<file path="src/core/odc_consts.svh">
// Constants for the operating definition change command block
`ifndef ODC_CONSTS_SVH
`define ODC_CONSTS_SVH

// ****************************************************************
// Opcodes of the commands common to all device types
// ****************************************************************
`define ODC_OP_CHG_DEF      8'h40
`define ODC_OP_COMPARE      8'h39
`define ODC_OP_COPY         8'h18
`define ODC_OP_COPY_VERIFY  8'h3A
`define ODC_OP_INQUIRY      8'h12
`define ODC_OP_LOG_SELECT   8'h4C
`define ODC_OP_LOG_SENSE    8'h4D
`define ODC_OP_MODE_SEL6    8'h15
`define ODC_OP_MODE_SEL10   8'h55
`define ODC_OP_MODE_SNS6    8'h1A
`define ODC_OP_MODE_SNS10   8'h5A
`define ODC_OP_READ_BUF     8'h3C
`define ODC_OP_RCV_DIAG     8'h1C
`define ODC_OP_REQ_SENSE    8'h03
`define ODC_OP_SEND_DIAG    8'h1D
`define ODC_OP_TEST_READY   8'h00
`define ODC_OP_WRITE_BUF    8'h3B

// ****************************************************************
// Descriptor layout
// ****************************************************************
`define ODC_CDB_LEN         4'hA
`define ODC_BYTE_OPC        4'h0
`define ODC_BYTE_LUN        4'h1
`define ODC_BYTE_SAVE       4'h2
`define ODC_BYTE_DEFP       4'h3
`define ODC_BYTE_PLEN       4'h8
`define ODC_BYTE_CTRL       4'h9
`define ODC_LUN_MSB         7
`define ODC_LUN_LSB         5
`define ODC_SAVE_BIT        0
`define ODC_DEFP_MSB        6

// ****************************************************************
// Definition parameter values and levels
// ****************************************************************
`define ODC_DEFP_KEEP       7'h00
`define ODC_DEFP_LVL1       7'h01
`define ODC_DEFP_LVL2       7'h02
`define ODC_DEFP_LVL3       7'h03
`define ODC_DEFP_VEND_LO    7'h40
`define ODC_LVL_LEGACY1     2'h1
`define ODC_LVL_LEGACY2     2'h2
`define ODC_LVL_CURRENT     2'h3
`define ODC_LVL_RESET       2'h3

// ****************************************************************
// Status, inquiry and sense values
// ****************************************************************
`define ODC_STAT_GOOD       8'h00
`define ODC_STAT_CHECK      8'h02
`define ODC_VER_LVL1        8'h01
`define ODC_VER_LVL2        8'h01
`define ODC_VER_LVL3        8'h02
`define ODC_FMT_LVL1        4'h0
`define ODC_FMT_LVL2        4'h1
`define ODC_FMT_LVL3        4'h2
`define ODC_FEAT_ALL        8'hFF
`define ODC_SENSE0_LEGACY   8'h04
`define ODC_SENSE0_CURRENT  8'h00

`endif

</file>
<file path="src/core/odc_pkg.sv">
// Types shared by the operating definition change block
package odc_pkg;

  typedef enum logic [4:0] {
    ODC_CL_CHG_DEF, ODC_CL_COMPARE, ODC_CL_COPY, ODC_CL_COPY_VERIFY,
    ODC_CL_INQUIRY, ODC_CL_LOG_SELECT, ODC_CL_LOG_SENSE,
    ODC_CL_MODE_SELECT, ODC_CL_MODE_SENSE, ODC_CL_READ_BUF,
    ODC_CL_RCV_DIAG, ODC_CL_REQ_SENSE, ODC_CL_SEND_DIAG,
    ODC_CL_TEST_READY, ODC_CL_WRITE_BUF, ODC_CL_UNKNOWN
  } odc_class_t;

  typedef enum logic [3:0] {
    ODC_ST_LOAD, ODC_ST_LOAD_WAIT, ODC_ST_IDLE, ODC_ST_EVAL,
    ODC_ST_DATA, ODC_ST_STATUS, ODC_ST_ACK, ODC_ST_SAVE_WAIT
  } odc_state_t;

  typedef struct packed {
    logic [7:0] opcode;
    logic [2:0] lun;
    logic       save;
    logic [6:0] defp;
    logic [7:0] plen;
  } odc_cdb_t;

  typedef struct packed {
    logic [7:0] version;
    logic [3:0] format;
    logic [7:0] feat_mask;
    logic [7:0] sense_len0;
    logic       aen_ok;
    logic       recovery_ok;
    logic       legacy;
  } odc_query_t;

endpackage : odc_pkg

</file>
<file path="src/core/odc_opdec.sv">
// Opcode decoder for the commands common to all device types
`timescale 1ns/1ps
`include "odc_consts.svh"

module odc_opdec
  import odc_pkg::*;
(
  input  wire logic [7:0] opcode_i,
  output odc_class_t      class_o,
  output logic            mandatory_o
);

  always_comb begin
    mandatory_o = 1'b0;
    case (opcode_i)
      `ODC_OP_CHG_DEF:     class_o = ODC_CL_CHG_DEF;
      `ODC_OP_COMPARE:     class_o = ODC_CL_COMPARE;
      `ODC_OP_COPY:        class_o = ODC_CL_COPY;
      `ODC_OP_COPY_VERIFY: class_o = ODC_CL_COPY_VERIFY;
      `ODC_OP_INQUIRY: begin
        class_o     = ODC_CL_INQUIRY;
        mandatory_o = 1'b1;
      end
      `ODC_OP_LOG_SELECT:  class_o = ODC_CL_LOG_SELECT;
      `ODC_OP_LOG_SENSE:   class_o = ODC_CL_LOG_SENSE;
      `ODC_OP_MODE_SEL6,
      `ODC_OP_MODE_SEL10:  class_o = ODC_CL_MODE_SELECT;
      `ODC_OP_MODE_SNS6,
      `ODC_OP_MODE_SNS10:  class_o = ODC_CL_MODE_SENSE;
      `ODC_OP_READ_BUF:    class_o = ODC_CL_READ_BUF;
      `ODC_OP_RCV_DIAG:    class_o = ODC_CL_RCV_DIAG;
      `ODC_OP_REQ_SENSE: begin
        class_o     = ODC_CL_REQ_SENSE;
        mandatory_o = 1'b1;
      end
      `ODC_OP_SEND_DIAG: begin
        class_o     = ODC_CL_SEND_DIAG;
        mandatory_o = 1'b1;
      end
      `ODC_OP_TEST_READY: begin
        class_o     = ODC_CL_TEST_READY;
        mandatory_o = 1'b1;
      end
      `ODC_OP_WRITE_BUF:   class_o = ODC_CL_WRITE_BUF;
      default:             class_o = ODC_CL_UNKNOWN;
    endcase
  end

endmodule : odc_opdec

</file>
<file path="src/core/odc_core.sv">
// Target-side common command decoder and definition change engine
`timescale 1ns/1ps
`include "odc_consts.svh"

module odc_core
  import odc_pkg::*;
#(
  parameter int          NUM_LUN  = 8,
  parameter int          NUM_INIT = 8,
  parameter bit          SAVE_EN  = 1'b1,
  parameter logic [15:0] PASS_KEY = 16'h5A5A  // Arbitrary value
) (
  input  wire logic                    mclk_i,
  input  wire logic                    arst_n_i,
  input  wire logic                    cdb_valid_i,
  input  wire logic [7:0]              cdb_byte_i,
  input  wire logic                    dout_valid_i,
  input  wire logic [7:0]              dout_byte_i,
  input  wire logic                    abort_i,
  input  wire logic                    msg_ack_i,
  input  wire logic [NUM_LUN*2-1:0]    nv_rdata_i,
  input  wire logic                    nv_done_i,
  input  wire logic                    nv_err_i,
  input  wire logic                    ua_clr_i,
  input  wire logic [2:0]              ua_clr_lun_i,
  input  wire logic [2:0]              ua_clr_init_i,
  input  wire logic [2:0]              qry_lun_i,
  output logic                         dout_req_o,
  output logic                         status_valid_o,
  output logic [7:0]                   status_o,
  output logic                         cmd_other_o,
  output odc_class_t                   cmd_class_o,
  output logic                         cmd_mandatory_o,
  output logic                         nv_rd_o,
  output logic                         nv_wr_o,
  output logic [NUM_LUN*2-1:0]         nv_wdata_o,
  output logic [NUM_LUN*NUM_INIT-1:0]  ua_o,
  output logic [NUM_LUN*2-1:0]         def_o,
  output odc_query_t                   qry_o,
  output logic                         busy_o
);

  if (NUM_LUN < 1 || NUM_LUN > 8 || NUM_INIT < 1 || NUM_INIT > 8) begin
    $error("odc_core: NUM_LUN and NUM_INIT must lie in 1..8");
  end

  // ****************************************************************
  // Opcode classification
  // ****************************************************************
  odc_cdb_t   cdb;
  odc_class_t dec_class;
  logic       dec_mand;

  odc_opdec u_opdec (
    .opcode_i    (cdb.opcode),
    .class_o     (dec_class),
    .mandatory_o (dec_mand)
  );

  // ****************************************************************
  // Command engine state
  // ****************************************************************
  odc_state_t                  state;
  odc_state_t                  next_state;
  odc_cdb_t                    next_cdb;
  logic [3:0]                  byte_cnt;
  logic [3:0]                  next_byte_cnt;
  logic [7:0]                  data_cnt;
  logic [7:0]                  next_data_cnt;
  logic                        fail;
  logic                        next_fail;
  logic                        pw_ok;
  logic                        next_pw_ok;
  logic [NUM_LUN*2-1:0]        next_def;
  logic [NUM_LUN*2-1:0]        prior_def;
  logic [NUM_LUN*2-1:0]        next_prior_def;
  logic [NUM_LUN-1:0]          ua_lun_set;
  logic                        next_dout_req;
  logic                        next_status_valid;
  logic [7:0]                  next_status;
  logic                        next_cmd_other;
  odc_class_t                  next_cmd_class;
  logic                        next_cmd_mand;
  logic                        next_nv_rd;
  logic                        next_nv_wr;
  logic [NUM_LUN*2-1:0]        next_nv_wdata;
  logic                        take_data;

  assign take_data = dout_req_o && dout_valid_i;

  always_comb begin
    next_state        = state;
    next_cdb          = cdb;
    next_byte_cnt     = byte_cnt;
    next_data_cnt     = data_cnt;
    next_fail         = fail;
    next_pw_ok        = pw_ok;
    next_def          = def_o;
    next_prior_def    = prior_def;
    ua_lun_set        = '0;
    next_dout_req     = 1'b0;
    next_status_valid = 1'b0;
    next_status       = status_o;
    next_cmd_other    = 1'b0;
    next_cmd_class    = cmd_class_o;
    next_cmd_mand     = cmd_mandatory_o;
    next_nv_rd        = 1'b0;
    next_nv_wr        = 1'b0;
    next_nv_wdata     = nv_wdata_o;
    case (state)
      ODC_ST_LOAD: begin
        if (SAVE_EN) begin
          next_nv_rd = 1'b1;
          next_state = ODC_ST_LOAD_WAIT;
        end else begin
          next_state = ODC_ST_IDLE;
        end
      end
      ODC_ST_LOAD_WAIT: begin
        if (nv_done_i) begin
          // A failed read leaves the default definition in place
          if (!nv_err_i) begin
            next_def = nv_rdata_i;
          end
          next_state = ODC_ST_IDLE;
        end
      end
      ODC_ST_IDLE: begin
        if (cdb_valid_i) begin
          case (byte_cnt)
            `ODC_BYTE_OPC:  next_cdb.opcode = cdb_byte_i;
            `ODC_BYTE_LUN:
              next_cdb.lun = cdb_byte_i[`ODC_LUN_MSB:`ODC_LUN_LSB];
            `ODC_BYTE_SAVE: next_cdb.save = cdb_byte_i[`ODC_SAVE_BIT];
            `ODC_BYTE_DEFP: next_cdb.defp = cdb_byte_i[`ODC_DEFP_MSB:0];
            `ODC_BYTE_PLEN: next_cdb.plen = cdb_byte_i;
            default:        next_cdb = cdb;
          endcase
          next_byte_cnt = byte_cnt + 4'h1;
          if (byte_cnt == `ODC_CDB_LEN - 4'h1) begin
            next_byte_cnt = 4'h0;
            next_state    = ODC_ST_EVAL;
          end
        end
      end
      ODC_ST_EVAL: begin
        next_cmd_class = dec_class;
        next_cmd_mand  = dec_mand;
        next_data_cnt  = 8'h00;
        next_pw_ok     = 1'b0;
        next_fail      = 1'b0;
        if (dec_class != ODC_CL_CHG_DEF) begin
          next_cmd_other = 1'b1;
          next_state     = ODC_ST_IDLE;
        end else begin
          // Accepted whatever level the unit runs at
          next_prior_def = def_o;
          if (32'(cdb.lun) >= NUM_LUN) begin
            next_fail = 1'b1;
          end
          if (cdb.defp > `ODC_DEFP_LVL3) begin
            next_fail = 1'b1;
          end
          if (cdb.plen == 8'h00) begin
            next_pw_ok = 1'b1;
            next_state = ODC_ST_STATUS;
          end else begin
            next_dout_req = 1'b1;
            next_state    = ODC_ST_DATA;
          end
        end
      end
      ODC_ST_DATA: begin
        next_dout_req = 1'b1;
        if (take_data) begin
          next_data_cnt = data_cnt + 8'h01;
          // Password must be the first two parameter bytes
          if (data_cnt == 8'h00) begin
            // A single byte can never carry the whole password
            next_pw_ok = (dout_byte_i == PASS_KEY[15:8])
                         && (cdb.plen != 8'h01);
          end else if (data_cnt == 8'h01) begin
            next_pw_ok = pw_ok && (dout_byte_i == PASS_KEY[7:0]);
          end
          if (next_data_cnt == cdb.plen) begin
            next_dout_req = 1'b0;
            next_state    = ODC_ST_STATUS;
          end
        end
        if (abort_i) begin
          next_dout_req = 1'b0;
          next_state    = ODC_ST_IDLE;
        end
      end
      ODC_ST_STATUS: begin
        next_status_valid = 1'b1;
        if (fail || !pw_ok) begin
          next_status = `ODC_STAT_CHECK;
          next_state  = ODC_ST_IDLE;
        end else begin
          next_status = `ODC_STAT_GOOD;
          next_state  = ODC_ST_ACK;
        end
        if (abort_i) begin
          next_status_valid = 1'b0;
          next_state        = ODC_ST_IDLE;
        end
      end
      ODC_ST_ACK: begin
        if (abort_i) begin
          next_def   = prior_def;
          next_state = ODC_ST_IDLE;
        end else if (msg_ack_i) begin
          // Nothing changes before the completion acknowledge
          if (cdb.defp != `ODC_DEFP_KEEP) begin
            next_def[32'(cdb.lun)*2 +: 2] = cdb.defp[1:0];
            if (def_o[32'(cdb.lun)*2 +: 2] != cdb.defp[1:0]) begin
              ua_lun_set[32'(cdb.lun)] = 1'b1;
            end
          end
          if (cdb.save && SAVE_EN) begin
            next_nv_wr    = 1'b1;
            next_nv_wdata = next_def;
            next_state    = ODC_ST_SAVE_WAIT;
          end else begin
            next_state = ODC_ST_IDLE;
          end
        end
      end
      ODC_ST_SAVE_WAIT: begin
        if (nv_done_i) begin
          // Stored copy is now of unknown content
          if (nv_err_i) begin
            ua_lun_set[32'(cdb.lun)] = 1'b1;
          end
          next_state = ODC_ST_IDLE;
        end
      end
      default: next_state = ODC_ST_IDLE;
    endcase
  end

  always_ff @(posedge mclk_i or negedge arst_n_i) begin
    if (!arst_n_i) begin
      state           <= ODC_ST_LOAD;
      cdb             <= '0;
      byte_cnt        <= 4'h0;
      data_cnt        <= 8'h00;
      fail            <= 1'b0;
      pw_ok           <= 1'b0;
      def_o           <= {NUM_LUN{`ODC_LVL_RESET}};
      prior_def       <= {NUM_LUN{`ODC_LVL_RESET}};
      dout_req_o      <= 1'b0;
      status_valid_o  <= 1'b0;
      status_o        <= `ODC_STAT_GOOD;
      cmd_other_o     <= 1'b0;
      cmd_class_o     <= ODC_CL_UNKNOWN;
      cmd_mandatory_o <= 1'b0;
      nv_rd_o         <= 1'b0;
      nv_wr_o         <= 1'b0;
      nv_wdata_o      <= '0;
    end else begin
      state           <= next_state;
      cdb             <= next_cdb;
      byte_cnt        <= next_byte_cnt;
      data_cnt        <= next_data_cnt;
      fail            <= next_fail;
      pw_ok           <= next_pw_ok;
      def_o           <= next_def;
      prior_def       <= next_prior_def;
      dout_req_o      <= next_dout_req;
      status_valid_o  <= next_status_valid;
      status_o        <= next_status;
      cmd_other_o     <= next_cmd_other;
      cmd_class_o     <= next_cmd_class;
      cmd_mandatory_o <= next_cmd_mand;
      nv_rd_o         <= next_nv_rd;
      nv_wr_o         <= next_nv_wr;
      nv_wdata_o      <= next_nv_wdata;
    end
  end

  // ****************************************************************
  // Unit attention per logical unit and initiator
  // ****************************************************************
  logic [NUM_LUN*NUM_INIT-1:0] next_ua;

  for (genvar gl = 0; gl < NUM_LUN; gl++) begin : g_lun
    for (genvar gi = 0; gi < NUM_INIT; gi++) begin : g_init
      logic clr_hit;
      assign clr_hit = ua_clr_i && (32'(ua_clr_lun_i) == gl)
                       && (32'(ua_clr_init_i) == gi);
      // A new attention wins over a clear in the same cycle
      assign next_ua[gl*NUM_INIT+gi] = ua_lun_set[gl]
        || (ua_o[gl*NUM_INIT+gi] && !clr_hit);
    end
  end

  always_ff @(posedge mclk_i or negedge arst_n_i) begin
    if (!arst_n_i) begin
      ua_o <= '0;
    end else begin
      ua_o <= next_ua;
    end
  end

  // ****************************************************************
  // Legacy behaviour query
  // ****************************************************************
  odc_query_t next_qry;
  logic [1:0] qry_lvl;
  logic       next_busy;

  always_comb begin
    qry_lvl = 2'h0;
    if (32'(qry_lun_i) < NUM_LUN) begin
      qry_lvl = def_o[32'(qry_lun_i)*2 +: 2];
    end
    next_qry.legacy      = (qry_lvl != `ODC_LVL_CURRENT);
    next_qry.aen_ok      = !next_qry.legacy;
    next_qry.recovery_ok = !next_qry.legacy;
    next_qry.feat_mask   = next_qry.legacy ? 8'h00 : `ODC_FEAT_ALL;
    next_qry.sense_len0  = next_qry.legacy ? `ODC_SENSE0_LEGACY
                                           : `ODC_SENSE0_CURRENT;
    case (qry_lvl)
      `ODC_LVL_LEGACY1: begin
        next_qry.version = `ODC_VER_LVL1;
        next_qry.format  = `ODC_FMT_LVL1;
      end
      `ODC_LVL_LEGACY2: begin
        next_qry.version = `ODC_VER_LVL2;
        next_qry.format  = `ODC_FMT_LVL2;
      end
      default: begin
        next_qry.version = `ODC_VER_LVL3;
        next_qry.format  = `ODC_FMT_LVL3;
      end
    endcase
    next_busy = (next_state != ODC_ST_IDLE);
  end

  always_ff @(posedge mclk_i or negedge arst_n_i) begin
    if (!arst_n_i) begin
      qry_o  <= '0;
      busy_o <= 1'b1;
    end else begin
      qry_o  <= next_qry;
      busy_o <= next_busy;
    end
  end

endmodule : odc_core

</file>
<file path="config.mk">
export PLATFORM = sky130hd
export DESIGN_NAME = odc_core
export DESIGN_NICKNAME = d
export VERILOG_FILES = /design/src/core/odc_pkg.sv /design/src/core/odc_opdec.sv /design/src/core/odc_core.sv
export VERILOG_INCLUDE_DIRS = /design/src /design/src/core
export SDC_FILE = /design/constraint.sdc
export NUM_CORES = 1
export LEC_CHECK = 0
export ABC_AREA = 1
export BUFFER_PORTS_ARGS = -buffer_cell sky130_fd_sc_hd__buf_2
export CAP_MARGIN = 20
export CORE_MARGIN = 1.5
export CORE_UTILIZATION = 40
export CTS_BUF_LIST = sky130_fd_sc_hd__clkbuf_4 sky130_fd_sc_hd__clkbuf_8
export CTS_CLUSTER_DIAMETER = 60
export CTS_CLUSTER_SIZE = 40
export DETAILED_ROUTE_END_ITERATION = 6
export GPL_ROUTABILITY_DRIVEN = 0
export HOLD_SLACK_MARGIN = 0.1
export SKIP_CTS_REPAIR_TIMING = 1
export SLEW_MARGIN = 15
export SYNTH_ARGS = -nofsm -noshare
export SYNTH_HDL_FRONTEND = slang
export SYNTH_HIERARCHICAL = 1
export SYNTH_SLANG_ARGS = --single-unit
</file>
<file path="constraint.sdc">
create_clock -name mclk_i -period 4.4 [get_ports mclk_i]
set_input_delay 0.44 -clock mclk_i [delete_from_list [all_inputs] [get_ports mclk_i]]
set_output_delay 0.44 -clock mclk_i [all_outputs]
set_load 0.05 [all_outputs]
</file>
==> flow_summary.yaml <==
routing:
  drtIter0Drc: 552
  vias: 8163
  drt-total-wl_um: 25910
  drt_first_pass_iters: 5
  antenna_left: 0
  via_per_inst: 5.076
  drc: 0
  wl_per_cell_um: 16.11
synth:
  syn_avg_cell_area_um2: 7.844
  synth_warnings: 6
  synth_area_leaders: "dfrtp_1 (38%), nand2_1 (13%), dfstp_2 (11%)"
  yosysTopAreaCell: "dfrtp_1"
  ys_types: 42
  yosysTopAreaCellShare_pct: 38.12
  synth_common_cells: "nand2_1 (314), dfrtp_1 (138), o21ai_0 (127)"
  ys_ff_latch: 175
  synth_area_um2: 9060
  yosysMostFrequentCell: "nand2_1"
  synth_edf_count: 0
  yosys_most_used_dff: "dfrtp_1"
  yosysSeqAreaShare_pct: 48.85
  syn-instance-count: 1155
  postSynth.asyncResetShare_pct: 100.0
sta:
  hold_viol: 0
  min_period_ns: 3.002
  relSlewSlack_pct: 33.97
  fmax_mhz: 333.1
  finalWorstSetupSlack_ns: 1.398
  hold_slack_ns: 0.2147
  rsz0062_at_grt: "no"
  setup_violations: 0
  finalClockSkew_ns: 0.02630
  tightest_slew_ns: 0.9893
  finalMaxSlewViolations: 0
  fin_crit_sh_pct: 68.23
  tns_ns: 0
placement:
  dpl_worst_slack_ns: 1.475
  io_buffer_count: 174
  hpwl_um: 19090
cells_and_area:
  drive_gt1_share_pct: 23.12
  syn_to_final_growth_pct: 16.02
  antenna_cells: 0
  fin_nets: 1375
die:
  core-area_um2: 22030
  rows: 54
  io_pins: 197
  die_h_um: 153.5
  initial_utilization_pct: 41.13
  die_w_um: 153.5
  die_area_um2: 23560
power_and_ir_drop:
  peakVddDrop_v: 0.0001946
  total_power_mw: 4.754
  p_per_area_nw_per_um2: 452.3
  p_leak_nw: 5.959
critical_path:
  crit_path_end_kind: "register"
  worstPathCellList: "inv_2 > nor2_2 > inv_2 > nor2_4 > inv_1 > o21ai_1 > nand3_1 > inv_2 > o21ai_0 > o22ai_1"
  critPathBufInv: 4
  max_stage_delay_ns: 0.67
  crit_arrival_ns: 3.40
  critPathKind: "register to register"
  slowest_stage: "nand3_1"
  crit_fanout: 31
  cp_top_family: "buffers and inverters"
  start_kind: "register"
  crit_required_ns: 4.80
  cp_common_cell: "inv_2"
min_path:
  hp-class: "input port to register"
global_route:
  antenna_found_initial: 0
  grt_overflow: 0
  grt_max_degree: 114
  grt_pass1_wl_um: 41240
  grt_pass1_vias: 7687
  grt_usage_pct: 22.33
clocking:
  htree_levels: 4
  cts.sinks: 175
  cts_buffers: 17
  cts_buffer_depth: 2
  cts_root_buf: "clkbuf_8"
  cts_tree: "yes"
  clk_pin_slew_ns: 0.13
  clkLatencyLatePin_ns: 0.48
job:
  max_cap_viol_count: 0
outcome:
  status: "complete, no violations"
==> area by class of cell <==
| cell class | count | area, um^2 |
|---|---|---|
| Fill cell | 2224 | 11510 |
| Sequential cell | 175 | 4425 |
| Multi-Input combinational cell | 826 | 3905 |
| Timing Repair Buffer | 178 | 942.2 |
| Inverter | 117 | 439.2 |
| Tap cell | 280 | 350.3 |
| Clock buffer | 17 | 234.0 |
| Clock inverter | 15 | 215.2 |
==> through the flow <==
| stage | instances | util (%) | area, um^2 |
|---|---|---|---|
| after floorplan | 1177 | - | 9143 |
| after global placement | 1574 | 45.51 | 10020 |
| after detailed placement | 1574 | 45.51 | 10020 |
| after CTS | 1606 | 47.55 | 10470 |
| after global routing | 1608 | 47.72 | 10510 |
| final | 1608 | 47.72 | 10510 |
==> worst register-to-register path, delay by kind of cell, from the launching register on <==
kind                   cells  cell delay, ns
AO/OA/AOI/OAI              3            0.51
buffers and inverters      4            1.06
flip-flops                 1            0.45
AND/OR/NAND/NOR            3            0.93
==> power breakdown <==
| part | internal (mW) | leakage [nW] | switching, mW |
|---|---|---|---|
| Clock | 0.499 | 0.220 | 0.727 |
| Sequential | 1.80 | 2.25 | 0.217 |
| Combinational | 0.413 | 3.49 | 1.09 |
| Total | 2.71 | 5.96 | 2.04 |
==> per-layer routing <==
layer | GRT usage, % | vias to the layer above | routed length (um)
met5 | 0 | - | 0
met4 | 6.241 | 0 | 354
met3 | 4.679 | 29 | 1844
met2 | 34.28 | 302 | 11530
met1 | 31.91 | 3808 | 12180
li1 | - | 4024 | -
==> state kept, by name, indices dropped and copies added, names as in the netlist, 5 cells and up <==
name         cells
cdb             27
cmd_class_o      5
data_cnt         8
def_o           16
nv_wdata_o      16
prior_def       16
qry_o            5
ua_o            64
==> path summary, 6_finish.rpt <==
path                                     start  cells past startpoint  slack, ns             end
worst max-delay path                  state[1]                     10       1.40        def_o[1]
worst min-delay path             nv_rdata_i[2]                      3       0.21        def_o[2]
worst max register to register        state[1]                     10       1.40        def_o[1]
worst min register to register  cmd_class_o[2]                      2       0.47  cmd_class_o[2]
max in group asynchronous             arst_n_i                      3       3.14    prior_def[3]
min in group asynchronous             arst_n_i                      2       0.49       qry_o[17]
==> kinds of logic (layout without fill, tap and decap cells) <==
family | count (synthesis) | after routing | synth area share, %
buf+inv | 176 | 327 | 8.963
simple gates | 582 | 582 | 28.16
xor+xnor | 3 | 3 | 0.2901
fa+ha+maj | 10 | 10 | 1.381
compound gates | 207 | 207 | 12.28
other cells | 2 | 24 | 0.08289
flops | 175 | 175 | 48.85
==> layout by cell type, fill, tap and decap left out, types with 7 or more instances in the layout <==
cell      Yosys  routed
nand2_2      12      12
inv_1       105     105
o21ai_0     127     127
dfrtp_1     138     138
a21oi_1      41      41
nand4_1      10      10
dfstp_2      37      37
nor2_2       15      15
a31oi_1      17      17
nor3_1       17      17
clkbuf_8      0      17
ha_1         10      10
inv_2        10      10
nand3_1      85      85
o21ai_2       7       7
conb_1        2      24
nor2_1      106     106
nand2_4       8       8
clkinv_8      0       7
buf_2         9     173
nand2_1     314     314
(Power assumes the default switching activity.)
